[src/hw/spct_pkg.sv]
// Package for the sync PWM / clamp / period-measure timer link.
// Assumes one 100 MHz system clock; registers reached over a plain strobe port.
package spct_pkg;
    // Register word offsets
    localparam logic [3:0] ADR_CTRL = 4'h0;
    localparam logic [3:0] ADR_CMPA1 = 4'h1;
    localparam logic [3:0] ADR_CMPB1 = 4'h2;
    localparam logic [3:0] ADR_CMPC1 = 4'h3;
    localparam logic [3:0] ADR_CMPA2 = 4'h4;
    localparam logic [3:0] ADR_CMPB2 = 4'h5;
    localparam logic [3:0] ADR_OSEL = 4'h6;
    localparam logic [3:0] ADR_CAP1 = 4'h7;
    localparam logic [3:0] ADR_CAPB = 4'h8;
    localparam logic [3:0] ADR_STAT = 4'h9;
    localparam logic [3:0] ADR_CNT = 4'hA;
    // Control register fields
    localparam int CTRL_CLKSEL_LSB = 0;
    localparam int CTRL_CLRSEL_LSB = 3;
    localparam int CTRL_EDGEB_BIT = 5;
    localparam int CTRL_FRCLK_LSB = 6;
    // Codes
    localparam logic [2:0] CKS_SYS = 3'h1;
    localparam logic [2:0] CKS_SYS_DIV2 = 3'h2;
    localparam logic [2:0] CKS_EXT_RISE = 3'h5;
    localparam logic [1:0] CCLR_EXT = 2'h3;
    localparam logic [1:0] FRCKS_DIV8 = 2'h1;
    localparam logic [3:0] OS_TOGGLE_A = 4'h3;
    localparam logic [3:0] OS_SETB_CLRA = 4'h9;
    localparam int FR_DIV8 = 8;
    // Reset values
    localparam logic [7:0] CTRL_RST = 8'h59;
    localparam logic [7:0] CMP_RST = 8'hFF;
    localparam logic [3:0] OSEL_RST = 4'h0;
endpackage

[src/hw/spct_timer_link.sv]
// Sync timer link: PWM decoder, three clamp pulses, divided-waveform period capture.
// Assumes sync pins are asynchronous and a host drives the plain register strobe port.
//
// The placing of the registers and the address-and-strobe port were decided locally.
`timescale 1ns/100ps
`default_nettype none
module spct_timer_link (
    input wire logic i_mclk,
    input wire logic i_rstn,
    input wire logic i_ce,
    input wire logic i_hsync,
    input wire logic i_vsync,
    input wire logic [3:0] i_addr,
    input wire logic [7:0] i_wdata,
    input wire logic i_wr,
    input wire logic i_rd,
    output logic [7:0] o_rdata,
    output logic o_decoded_pwm_out,
    output logic o_clamp_pulse_one,
    output logic o_clamp_pulse_two,
    output logic o_clamp_pulse_three,
    output logic o_timer_output_pin,
    output logic o_capture_b_event
);
    import spct_pkg::*;

    ////////////////////////////////////////////////////////////////////////
    // Reset release and pin synchronisers
    logic rst_s1_r, rst_n;
    logic hs_s1_r, hs_s2_r, hs_d_r, vs_s1_r, vs_s2_r, vs_d_r;
    always_ff @(posedge i_mclk or negedge i_rstn) begin
        if (!i_rstn) begin
            rst_s1_r <= 1'b0;
            rst_n <= 1'b0;
        end else begin
            rst_s1_r <= 1'b1;
            rst_n <= rst_s1_r;
        end
    end

    // Two-flop synchronisers plus one delay for edge detection
    always_ff @(posedge i_mclk or negedge rst_n) begin
        if (!rst_n) begin
            hs_s1_r <= 1'b0;
            hs_s2_r <= 1'b0;
            hs_d_r <= 1'b0;
            vs_s1_r <= 1'b0;
            vs_s2_r <= 1'b0;
            vs_d_r <= 1'b0;
        end else if (i_ce) begin
            hs_s1_r <= i_hsync;
            hs_s2_r <= hs_s1_r;
            hs_d_r <= hs_s2_r;
            vs_s1_r <= i_vsync;
            vs_s2_r <= vs_s1_r;
            vs_d_r <= vs_s2_r;
        end
    end

    logic hs_rise, hs_fall, vs_fall;
    assign hs_rise = hs_s2_r & ~hs_d_r;
    assign hs_fall = ~hs_s2_r & hs_d_r;
    assign vs_fall = ~vs_s2_r & vs_d_r;

    ////////////////////////////////////////////////////////////////////////
    // Register file
    logic [7:0] ctrl_r, cmpa1_r, cmpb1_r, cmpc1_r, cmpa2_r, cmpb2_r;
    logic [3:0] osel_r;
    always_ff @(posedge i_mclk or negedge rst_n) begin
        if (!rst_n) begin
            ctrl_r <= CTRL_RST;
            cmpa1_r <= CMP_RST;
            cmpb1_r <= CMP_RST;
            cmpc1_r <= CMP_RST;
            cmpa2_r <= CMP_RST;
            cmpb2_r <= CMP_RST;
            osel_r <= OSEL_RST;
        end else if (i_ce && i_wr) begin
            case (i_addr)
                ADR_CTRL: ctrl_r <= i_wdata;
                ADR_CMPA1: cmpa1_r <= i_wdata;
                ADR_CMPB1: cmpb1_r <= i_wdata;
                ADR_CMPC1: cmpc1_r <= i_wdata;
                ADR_CMPA2: cmpa2_r <= i_wdata;
                ADR_CMPB2: cmpb2_r <= i_wdata;
                ADR_OSEL: osel_r <= i_wdata[3:0];
                default: ;
            endcase
        end
    end

    logic [2:0] cks1;
    logic [1:0] cclr1, frcks;
    logic edgeb;
    assign cks1 = ctrl_r[CTRL_CLKSEL_LSB +: 3];
    assign cclr1 = ctrl_r[CTRL_CLRSEL_LSB +: 2];
    assign edgeb = ctrl_r[CTRL_EDGEB_BIT];
    assign frcks = ctrl_r[CTRL_FRCLK_LSB +: 2];

    ////////////////////////////////////////////////////////////////////////
    // First timer: count system clocks, clear on sync rise
    logic [7:0] cnt1_r, cap1_r;
    logic div2_r, inc1, clr1, mta1, mtb1;
    assign clr1 = (cclr1 == CCLR_EXT) && hs_rise;
    assign inc1 = (cks1 == CKS_SYS) || ((cks1 == CKS_SYS_DIV2) && div2_r);
    always_ff @(posedge i_mclk or negedge rst_n) begin
        if (!rst_n) begin
            cnt1_r <= 8'h00;
            div2_r <= 1'b0;
        end else if (i_ce) begin
            div2_r <= ~div2_r;
            if (clr1) begin
                cnt1_r <= 8'h00;
            end else if (inc1) begin
                cnt1_r <= cnt1_r + 8'h01;
            end
        end
    end

    // Match events: one clock pulse on the count step that reaches the value
    logic [7:0] cnt1_d_r;
    logic step1_r;
    always_ff @(posedge i_mclk or negedge rst_n) begin
        if (!rst_n) begin
            cnt1_d_r <= 8'h00;
            step1_r <= 1'b0;
        end else if (i_ce) begin
            cnt1_d_r <= cnt1_r;
            step1_r <= inc1 | clr1;
        end
    end
    assign mta1 = step1_r && (cnt1_r == cmpa1_r) && (cnt1_d_r != cnt1_r);
    assign mtb1 = step1_r && (cnt1_r == cmpb1_r) && (cnt1_d_r != cnt1_r);

    // Match A pipeline: the clamp fall lags match A by three clocks, so clamp one
    // stays high for compare A plus three clocks; a new sync rise flushes it
    logic c1_p1_r, c1_stop_r;
    always_ff @(posedge i_mclk or negedge rst_n) begin
        if (!rst_n) begin
            c1_p1_r <= 1'b0;
            c1_stop_r <= 1'b0;
        end else if (i_ce) begin
            c1_p1_r <= mta1 & ~clr1;
            c1_stop_r <= c1_p1_r & ~clr1;
        end
    end

    ////////////////////////////////////////////////////////////////////////
    // PWM decoder latch, clocked by match B
    always_ff @(posedge i_mclk or negedge rst_n) begin
        if (!rst_n) begin
            o_decoded_pwm_out <= 1'b0;
        end else if (i_ce && mtb1) begin
            o_decoded_pwm_out <= hs_s2_r;
        end
    end

    ////////////////////////////////////////////////////////////////////////
    // Clamp one and two
    always_ff @(posedge i_mclk or negedge rst_n) begin
        if (!rst_n) begin
            o_clamp_pulse_one <= 1'b0;
            o_clamp_pulse_two <= 1'b0;
        end else if (i_ce) begin
            if (hs_rise) begin
                o_clamp_pulse_one <= 1'b1;
            end else if (c1_stop_r) begin
                o_clamp_pulse_one <= 1'b0;
            end
            if (c1_stop_r) begin
                o_clamp_pulse_two <= 1'b0;
            end else if (hs_fall && o_clamp_pulse_one) begin
                o_clamp_pulse_two <= 1'b1;
            end
        end
    end

    ////////////////////////////////////////////////////////////////////////
    // Fall capture and clamp three
    logic [7:0] c3_end_r;
    always_ff @(posedge i_mclk or negedge rst_n) begin
        if (!rst_n) begin
            cap1_r <= 8'h00;
            c3_end_r <= 8'h00;
            o_clamp_pulse_three <= 1'b0;
        end else if (i_ce) begin
            if (hs_fall) begin
                cap1_r <= cnt1_r;
                c3_end_r <= 8'(cnt1_r + cmpc1_r);
                o_clamp_pulse_three <= 1'b1;
            end else if (hs_rise) begin
                o_clamp_pulse_three <= 1'b0;
            end else if (o_clamp_pulse_three && step1_r && cnt1_r == c3_end_r) begin
                o_clamp_pulse_three <= 1'b0;
            end
        end
    end

    ////////////////////////////////////////////////////////////////////////
    // Second timer: counts sync rises, clears on vertical fall
    logic [7:0] cnt2_r;
    logic inc2, mta2, mtb2;
    // The second timer steps on a synchronised sync rise unless a vertical fall clears it in the same clock
    assign inc2 = hs_rise;
    always_ff @(posedge i_mclk or negedge rst_n) begin
        if (!rst_n) begin
            cnt2_r <= 8'h00;
        end else if (i_ce) begin
            if (vs_fall) begin
                cnt2_r <= 8'h00;
            end else if (inc2) begin
                cnt2_r <= cnt2_r + 8'h01;
            end
        end
    end
    assign mta2 = inc2 && !vs_fall && (cnt2_r + 8'h01 == cmpa2_r);
    assign mtb2 = inc2 && !vs_fall && (cnt2_r + 8'h01 == cmpb2_r);

    // Timer output response by output select
    always_ff @(posedge i_mclk or negedge rst_n) begin
        if (!rst_n) begin
            o_timer_output_pin <= 1'b0;
        end else if (i_ce) begin
            case (osel_r)
                OS_TOGGLE_A: if (mta2) o_timer_output_pin <= ~o_timer_output_pin;
                OS_SETB_CLRA: begin
                    if (mta2) begin
                        o_timer_output_pin <= 1'b0;
                    end else if (mtb2) begin
                        o_timer_output_pin <= 1'b1;
                    end
                end
                default: ;
            endcase
        end
    end

    ////////////////////////////////////////////////////////////////////////
    // Free-running count and capture B on divided waveform
    logic [15:0] frc_r, capb_r;
    logic [2:0] pre_r;
    logic tmo_d_r, frc_tick, capb_hit;
    assign frc_tick = (frcks == FRCKS_DIV8) ? (pre_r == 3'(FR_DIV8 - 1)) : 1'b1;
    assign capb_hit = edgeb ? (o_timer_output_pin & ~tmo_d_r) : (~o_timer_output_pin & tmo_d_r);
    always_ff @(posedge i_mclk or negedge rst_n) begin
        if (!rst_n) begin
            frc_r <= 16'h0000;
            pre_r <= 3'h0;
            capb_r <= 16'h0000;
            tmo_d_r <= 1'b0;
            o_capture_b_event <= 1'b0;
        end else if (i_ce) begin
            pre_r <= pre_r + 3'h1;
            tmo_d_r <= o_timer_output_pin;
            o_capture_b_event <= capb_hit;
            if (frc_tick) begin
                frc_r <= frc_r + 16'h0001;
            end
            if (capb_hit) begin
                capb_r <= frc_r;
            end
        end
    end

    ////////////////////////////////////////////////////////////////////////
    // Read port, data one cycle after the strobe
    always_ff @(posedge i_mclk or negedge rst_n) begin
        if (!rst_n) begin
            o_rdata <= 8'h00;
        end else if (i_ce) begin
            if (i_rd) begin
                case (i_addr)
                    ADR_CTRL: o_rdata <= ctrl_r;
                    ADR_CMPA1: o_rdata <= cmpa1_r;
                    ADR_CMPB1: o_rdata <= cmpb1_r;
                    ADR_CMPC1: o_rdata <= cmpc1_r;
                    ADR_CMPA2: o_rdata <= cmpa2_r;
                    ADR_CMPB2: o_rdata <= cmpb2_r;
                    ADR_OSEL: o_rdata <= {4'h0, osel_r};
                    ADR_CAP1: o_rdata <= cap1_r;
                    ADR_CAPB: o_rdata <= capb_r[15:8];
                    ADR_STAT: o_rdata <= {3'h0, o_timer_output_pin, o_clamp_pulse_three,
                                          o_clamp_pulse_two, o_clamp_pulse_one, o_decoded_pwm_out};
                    ADR_CNT: o_rdata <= cnt1_r;
                    default: o_rdata <= 8'h00;
                endcase
            end else begin
                o_rdata <= 8'h00;
            end
        end
    end

    ////////////////////////////////////////////////////////////////////////
    // Checks
    sync_clear_a: assert property (@(posedge i_mclk) disable iff (!rst_n)
        (i_ce && clr1) |=> (cnt1_r == 8'h00))
        else $error("first timer not cleared on sync rise");
    count_step_a: assert property (@(posedge i_mclk) disable iff (!rst_n)
        (i_ce && !clr1 && cks1 == CKS_SYS) |=> (cnt1_r == $past(cnt1_r) + 8'h01))
        else $error("first timer did not step");
    decode_latch_a: assert property (@(posedge i_mclk) disable iff (!rst_n)
        (i_ce && mtb1) |=> (o_decoded_pwm_out == $past(hs_s2_r)))
        else $error("decoded output did not take sync level");
    clamp_rise_a: assert property (@(posedge i_mclk) disable iff (!rst_n)
        (i_ce && hs_rise) |=> o_clamp_pulse_one)
        else $error("clamp one missed sync rise");
    clamp_fall_a: assert property (@(posedge i_mclk) disable iff (!rst_n)
        (i_ce && c1_stop_r && !hs_rise) |=> (!o_clamp_pulse_one && !o_clamp_pulse_two))
        else $error("clamps not ended on match A");
    clamp_two_a: assert property (@(posedge i_mclk) disable iff (!rst_n)
        (i_ce && hs_fall && o_clamp_pulse_one && !c1_stop_r) |=> o_clamp_pulse_two)
        else $error("clamp two missed sync fall");
    fall_capture_a: assert property (@(posedge i_mclk) disable iff (!rst_n)
        (i_ce && hs_fall) |=> (cap1_r == $past(cnt1_r) && o_clamp_pulse_three))
        else $error("fall capture or clamp three wrong");
    clamp3_rise_end_a: assert property (@(posedge i_mclk) disable iff (!rst_n)
        (i_ce && hs_rise) |=> !o_clamp_pulse_three)
        else $error("clamp three not ended by sync rise");
    vclear_a: assert property (@(posedge i_mclk) disable iff (!rst_n)
        (i_ce && vs_fall) |=> (cnt2_r == 8'h00))
        else $error("second timer not cleared");
    toggle_out_a: assert property (@(posedge i_mclk) disable iff (!rst_n)
        (i_ce && osel_r == OS_TOGGLE_A && mta2) |=> (o_timer_output_pin != $past(o_timer_output_pin)))
        else $error("timer output did not toggle");
endmodule
`default_nettype wire

[config.mk]
export PLATFORM = sky130hd
export DESIGN_NAME = spct_timer_link
export DESIGN_NICKNAME = d
export VERILOG_FILES = /design/src/hw/spct_pkg.sv /design/src/hw/spct_timer_link.sv
export SDC_FILE = /design/constraint.sdc
export NUM_CORES = 1
export LEC_CHECK = 0
export ABC_AREA = 1
export BUFFER_PORTS_ARGS = -buffer_cell sky130_fd_sc_hd__buf_4
export CAP_MARGIN = 20
export CORE_ASPECT_RATIO = 1.75
export CORE_MARGIN = 1.5
export CORE_UTILIZATION = 56
export DETAILED_ROUTE_END_ITERATION = 8
export GPL_TIMING_DRIVEN = 0
export HOLD_SLACK_MARGIN = 0.02
export PLACE_DENSITY = 0.76
export REMOVE_ABC_BUFFERS = 1
export SYNTH_ARGS = -nofsm -noshare
export SYNTH_HDL_FRONTEND = slang
export SYNTH_SLANG_ARGS = --single-unit
[constraint.sdc]
create_clock -name i_mclk -period 3.88 [get_ports i_mclk]
set_input_delay 0 -clock i_mclk [delete_from_list [all_inputs] [get_ports i_mclk]]
set_output_delay 0 -clock i_mclk [all_outputs]
set_load 0.05 [all_outputs]
Word level (Yosys, flattened, before mapping) --
Cells that the tools add are included.
Cells by class: multiplexer cells 19, div/mod/pow operators 0, eq/ne operators 25, multiply operators 0, bitwise gates (word level) 15, order comparisons 0, shift-type cells 0, add/sub/neg operators 5, reduce and logical (&&, ||, !) cells 39
Operators by type and width (number):
- $pmux 8 s11 | 1
- $eq 8x8->1 | 5
- $mux 8 | 5
- $reduce_and 2->1 | 15
- $add 16x1->16 const B | 1
- $add 8x1->8 const B | 2
- $eq 4x3->1 const B | 4
- $eq 4x4->1 const B | 4
- $logic_and 1x1->1 | 14
- $eq 4x2->1 const B | 3
- $mux 1 | 12
- $reduce_bool 2->1 | 5
- $add 8x8->8 | 1
- $ne 8x8->1 | 1
- $and 1x1->1 | 7
- $not 1->1 | 7
- $eq 4x1->1 const B | 1
- $logic_not 4->1 | 1
- $reduce_and 4->1 | 1
- $add 3x1->3 const B | 1
- $eq 3x1->1 const B | 1
- $eq 3x2->1 const B | 1
- $eq 3x3->1 const B | 1
- $ne 3x3->1 const B | 1
- 8 further kinds | 8
Word-level totals: memory bits (writable) 0, word-level logic and storage cells 138, input port bits 19, memory bits (read-only) 0, memories kept 0, output and inout bits 14, flip-flop bits (word level) 154, bits in latches 0

Logic depth before layout (Yosys ltp) --
Gate-level depths: netlist (run 1).
word-level depth 8, gate-level depth with buffers 14, gate-level depth less buffers 14

Worst setup path after synthesis (run 1) --
OpenSTA, ideal clock, no wires.
kind register to register, from reg cmpc1_r[0], to reg c3_end_r[6], setup slack 2103 ps, period minus slack after synthesis 1777 ps, cell stages (with the launch flop) 12, arrival time 1695 ps, path buffers 0, library setup time 83 ps, data required time 3797 ps, path through dfstp_2 > ha_1 > inv_1 > fa_1 > inv_1 > nand3_1 > nand2_1 > nand2_1 > nand2_1 > a21oi_1 > xor2_1 > o21ai_0
Between the ends: word-level cells in the longest chain between the ends 1
RTL lines:
- start: declaration | line spct_timer_link.sv:67 | logic [7:0] ctrl_r, cmpa1_r, cmpb1_r, cmpc1_r, cmpa2_r, cmpb2_r;
- start signal: assignment | line spct_timer_link.sv:83 | ADR_CMPC1: cmpc1_r <= i_wdata;
- $add 8x8->8 | line spct_timer_link.sv:189 | c3_end_r <= 8'(cnt1_r + cmpc1_r);
- end signal: assignment | line spct_timer_link.sv:189
- end: declaration | line spct_timer_link.sv:180 | logic [7:0] c3_end_r;
Every way passes these cells. A chain may end at the register's enable or synchronous reset.

Worst setup path after layout (run 1) --
from reg cnt1_r[1], to reg c3_end_r[6]
Between the ends: word-level cells in the longest chain between the ends 1
RTL lines:
- start: declaration | line spct_timer_link.sv:102 | logic [7:0] cnt1_r, cap1_r;
- start signal: assignment | line spct_timer_link.sv:115 | cnt1_r <= cnt1_r + 8'h01;
- $add 8x8->8 | line spct_timer_link.sv:189
Every way passes these cells.

==> impl_metrics.toml, run 1 <==
[outcome]
status = "complete, no violations"

[sta]
timing.fmax_mhz = 429
hold_viol = 0
layout_min_cycle_time_ps = 2330
worst_pin_slew_ps = 1000
finalSetupViolations = 0
clock_skew_ps = 6.35
rsz0062_at_grt = "false"
hold_slack_ps = 30.6
period_share = 0.600
fin_setup_tns_ps = 0
max_slew_margin = 0.333
finalMaxSlewViolations = 0

[detailed_routing]
drt_pass1_iterations = 6
drtIter0Drc = 533
drt_wl_total_microns = 20400
vias = 6434
via_per_inst = 5.78
ant_nets = 0
drt-wirelength-per-cell_microns = 18.4
remaining_drc_errors = 0

[worst_setup_path]
timing.rr.end = "c3_end_r[6]$_DFFE_PN0P_"
startpoint_type = "flip-flop"
arrival_ps = 2590
critPathMaxFanout = 10
reg2regPathDepth = 10
worstSetupEndpointType = "flip-flop"
reg2reg_setup_slack_ps = 1550
reg2reg_from = "cnt1_r[1]$_DFFE_PN0P_"
crit_required_ps = 4140
crit_type = "reg -> reg"

[clocking]
clkTransAtPathRegs_ps = 60
clock_sink_count = 146
cts_resized = 0
cts_hold_buffers = 10
cts_buffers = 17
post_cts_buffers = 0
cts-root-buf = "clkbuf_16"
cts_tree = "done"
clock_path_buffers = 2
htree_levels = 4
clock_latency_ps = 420

[synth]
yosysUniqueCellTypes = 49
synthTopCellsByArea = "dfrtp_1 (34%), dfstp_2 (15%), nand2_1 (11%)"
synth_area_sq_mm = 0.00747
synth_area_per_cell_sq_um = 8.41
yosys.area.top_type_share = 0.342
yosysSeqAreaShare = 0.496
synth_ff_type = "dfrtp_1"
postSynthCellCount = 889
ys_async_sr_fraction = 1.00
yosys_register_bits = 146
synth_edf_count = 0
ys_warn_count = 0
synth_top_area_cell = "dfrtp_1"

[finish]
largest_register_ffs = 16
syn2layout_area_growth_pct = 15.2
seq_area_sq_mm = 0.00371
nFillCells = 1056
layout_commonest_cell = "nand2_1"
drive_gt1_frac = 0.150
multiInputGateArea_sq_mm = 0.00329
top_register = "frc_r"
nNetsFinal = 963
n_antenna_cell = 0
final_cell_mix = "nand2_1 (228), o21ai_0 (111), dfrtp_1 (101)"
final_cells = 1113

[global_route]
first_global_vias = 6414
grt_pass1_wl_microns = 32900
grt_max_degree = 73
grt_antenna_before_repair = 0
grt_usage = 0.308
overflow = 0

[floorplanning]
rows = 55
start_util = 0.575
die_w_microns = 90.3
ioPinCount = 33
dieArea_sq_mm = 0.0141
dieHeight_microns = 156
core_sq_mm = 0.0130

[place]
place_inst = 1070
place.port_buffers = 32
gp_congestion = 0.969
dp_hpwl_microns = 14700

[power_and_ir_drop]
power.density_mw_per_mm2 = 623
p_leak_nw = 3.97
peakVddDrop_mv = 0.372

[hold_path]
hold_path_end = "cmpb2_r[2]$_DFFE_PN1P_"
hp-class = "in -> reg"
worstHoldStart = "i_wdata[2]"
min_path_cells = 3

[flow_run]
maxCapViolCount = 0
==> worst max path at each step <==
stage / from / end / slack, ps / cells past startpoint
6_report: cnt1_r[1]$_DFFE_PN0P_ / c3_end_r[6]$_DFFE_PN0P_ / 1550 / 10
5_1_grt: cnt1_r[1]$_DFFE_PN0P_ / c3_end_r[6]$_DFFE_PN0P_ / 1340 / 10
4_1_cts: i_ce / cnt1_r[2]$_DFFE_PN0P_ / 1550 / 5
3_5_place_dp: cnt1_r[1]$_DFFE_PN0P_ / c3_end_r[6]$_DFFE_PN0P_ / 1600 / 10
3_3_place_gp: rst_n$_DFF_PN0_ / vs_s2_r$_DFFE_PN0P_ / -2040 / 0
2_1_floorplan: rst_n$_DFF_PN0_ / c1_p1_r$_DFFE_PN0P_ / -410 / 0
==> cells in the mapped netlist, drive strengths merged, types with 14 or more instances <==
master    n
nand2   235
ha       14
clkbuf   15
xnor2    18
o22ai    20
dfrtp   102
nor2     53
inv      92
xor2     21
dfstp    44
nand3    69
o21ai   117
a21oi    22
==> through the flow <==
step                setup slack, ps  utilization  cell area, sq um  power (mW)
floorplan                      -412            -              7350        3.15
global placement              -2040        0.600              7810        3.54
detailed placement             1600        0.605              7870        3.59
CTS                            1550        0.660              8590        5.35
global route                   1340        0.662              8610        5.65
finish                         1550        0.662              8610        5.36
==> cell families after synthesis <==
| family | share of synthesized area |
|---|---|
| AND/OR/NAND/NOR | 0.220 |
| multiplexers | 0.00151 |
| flip-flops | 0.496 |
| buffers and inverters | 0.0636 |
| adder cells (fa/ha/maj) | 0.0261 |
| other | 0.000502 |
| XOR/XNOR | 0.0457 |
| AO/OA/AOI/OAI | 0.146 |
==> routing by layer <==
layer	global-route usage	vias to the layer above	share of wire
met5	0	-	0
met4	0.233	0	0.077
met3	0.0580	82	0.052
met2	0.529	250	0.52
met1	0.334	3078	0.35
li1	-	3024	-
==> worst max-delay path, stage by stage (launching register included) <==
cell and delay [ps]:
dfrtp_1 500, clkinv_1 380, fa_1 500, inv_1 90, nand3_1 70, nand2_1 100, nand2_1 70, nand2_1 60
a21oi_1 80, xor2_1 220, o21ai_0 100
==> layout make-up <==
type | count | share of cell area
tap | 171 | 0.0249
inverter | 95 | 0.0414
sequential | 146 | 0.431
multi-input combinational | 624 | 0.382
clock buffer | 22 | 0.0539
timing repair buffer | 45 | 0.0483
clock inverter | 10 | 0.0183
==> report_power, final <==
part / internal [mW] / switching, mW / leakage [nW]
Clock: 1.11 / 0.622 / 0.308
Combinational: 0.499 / 0.813 / 1.92
Sequential: 1.95 / 0.371 / 1.75
Power figures use the tool's default switching activity.
==> run 2: changes to the inputs <==
==> constraint.sdc (replaced) <==
create_clock -name i_mclk -period 2 [get_ports i_mclk]
set_input_delay 0 -clock i_mclk [delete_from_list [all_inputs] [get_ports i_mclk]]
set_output_delay 0 -clock i_mclk [all_outputs]
set_load 0.05 [all_outputs]
==> run 2 against run 1 <==
Effect of this change:
- the run now ends with negative setup slack left
- sequential power increased by 96%
- die area unchanged
- clock power up 94%
- routed wire length rose by 2.5%
- sequential share of layout area shrank 1.2 points
- largest cell class unchanged
- non-clock buffer count rose by 14
==> impl_metrics.toml, run 2 (synthesis results as in run 1) <==
[sta]
max_slew_margin = 0.327
hold_viol = 0
layout_min_cycle_time_ps = 2020
rsz0062_at_grt = "true"
finalSetupViolations = 1
clock_skew_ps = 6.99
worst_pin_slew_ps = 1010
finalMaxSlewViolations = 0
timing.final.ws_setup_ps = -24.3
timing.fmax_mhz = 494
period_share = 1.01

[floorplanning]
core_sq_mm = 0.0130
dieArea_sq_mm = 0.0141
ioPinCount = 33
rows = 55
start_util = 0.575
die_w_microns = 90.3
dieHeight_microns = 156

[finish]
syn2layout_area_growth_pct = 18.7
largest_register_ffs = 16
layout_commonest_cell = "nand2_1"
final_cell_mix = "nand2_1 (224), o21ai_0 (109), dfrtp_1 (96)"
final_cells = 1127
nNetsFinal = 977
top_register = "frc_r"
drive_gt1_frac = 0.180
n_antenna_cell = 0

[power_and_ir_drop]
power.density_mw_per_mm2 = 1200
p_leak_nw = 4.06
peakVddDrop_mv = 0.764

[detailed_routing]
vias = 6511
drtIter0Drc = 635
ant_nets = 0
drt-wirelength-per-cell_microns = 18.6
remaining_drc_errors = 0
drt_wl_total_microns = 20900
drt_pass1_iterations = 6
via_per_inst = 5.78

[hold_path]
worstHoldStart = "i_ce"
min_path_cells = 3
hold_path_end = "pre_r[2]$_DFFE_PN0P_"
hp-class = "in -> reg"

[global_route]
grt_pass1_wl_microns = 32900
grt_max_degree = 73
overflow = 0
first_global_vias = 6403
grt_antenna_before_repair = 0
grt_usage = 0.308

[worst_setup_path]
crit_type = "reg -> reg"
reg2reg_from = "cmpc1_r[0]$_DFFE_PN1P_"
arrival_ps = 2310
reg2regPathDepth = 11
critPathMaxFanout = 3
timing.rr.end = "c3_end_r[6]$_DFFE_PN0P_"
worstSetupEndpointType = "flip-flop"
startpoint_type = "flip-flop"
critPathMaxStageDelay_ps = 570
startpoint = "cmpc1_r[0]$_DFFE_PN1P_"
cp_slowest_cell = "dfstp_2"
reg2reg_setup_slack_ps = -20
crit_required_ps = 2280
crit_top_cell = "nand2_1"
critical_path.cell_chain = "ha_4 > inv_1 > fa_1 > inv_2 > nand3_1 > nand2_2 > nand2_1 > nand2_1 > a21oi_1 > xor2_1 > o21ai_1"

[place]
place.port_buffers = 32
post-place-ws_ps = -281
place_inst = 1070
dp_hpwl_microns = 14700
gp_congestion = 0.969

[clocking]
htree_levels = 4
cts_buffers = 17
clock_latency_ps = 420
cts-root-buf = "clkbuf_16"
clock_sink_count = 146
cts_tree = "done"
clock_path_buffers = 2
clkTransAtPathRegs_ps = 60

[flow_run]
maxCapViolCount = 0

[outcome]
violations = "negative setup slack"
status = "finished, violations left"
-- run 2: cell types whose count changed in the layout (fill, tap and decap cells not counted), sizes merged --
cell         before  now
clkinvlp          0    1
buf              35   48
clkinv            9    8
dlygate4sd3      10   11
-- run 2: power breakdown --
part / switching [mW] / internal (mW) / total (mW)
combinational: 1.66 / 1.11 / 2.77
sequential: 0.759 / 3.78 / 4.54
clock: 1.20 / 2.15 / 3.35
-- run 2: metrics by stage --
| step | power, mW | hold WS, ps | util | setup TNS [ps] | instance area [sq um] |
|---|---|---|---|---|---|
| floorplan | 6.11 | -296 | - | -281760 | 7350 |
| global placement | 6.86 | -216 | 0.600 | -494950 | 7810 |
| detailed placement | 6.97 | -217 | 0.605 | -1260 | 7870 |
| CTS | 10.4 | 21.9 | 0.662 | -86.5 | 8610 |
| global route | 11.2 | 22.3 | 0.682 | -202 | 8870 |
| finish | 10.7 | 12.6 | 0.682 | -24.3 | 8870 |
-- run 2: critical path, delay by kind of cell, from the launching register on --
kind                     cells  cell delay, ps
XOR/XNOR                     1             250
AND/OR/NAND/NOR              4             280
buffers and inverters        2             110
adder cells (fa/ha/maj)      2             510
AO/OA/AOI/OAI                2             160
flip-flops                   1             570
-- run 2: worst max-delay path by stage --
stage | endpoint | cells after the start
after floorplan | c1_p1_r$_DFFE_PN0P_ | 0
after global placement | vs_s2_r$_DFFE_PN0P_ | 0
after detailed placement | c3_end_r[6]$_DFFE_PN0P_ | 10
after CTS | c3_end_r[6]$_DFFE_PN0P_ | 11
after global routing | c3_end_r[6]$_DFFE_PN0P_ | 11
final | c3_end_r[6]$_DFFE_PN0P_ | 11
-- run 2: routing by layer --
metal  global-route usage  vias to the layer above  part of all wire  wire length [microns]
met3               0.0580                       92             0.046                    960
met2                0.531                      224              0.52                  10900
met1                0.335                     3140              0.36                   7530
met4                0.228                        0             0.074                   1560
li1                     -                     3055                 -                      -
met5                    0                        -                 0                      0
-- run 2: layout make-up --
cell class / count / area (sq um)
Clock inverter: 10 / 158
Sequential cell: 146 / 3720
Multi-Input combinational cell: 624 / 3420
Inverter: 95 / 365
Timing Repair Buffer: 59 / 531
Tap cell: 171 / 214
Fill cell: 1001 / 4140
Clock buffer: 22 / 464
-- run 2: repair_timing --
action / CTS / global route
setup buffers: 0 / 13
pin swaps: 0 / 7
setup endpoints to repair: 5 / 13
gates resized for setup: 4 / 29
hold endpoints to repair: 18 / 0
hold buffers: 11 / 0
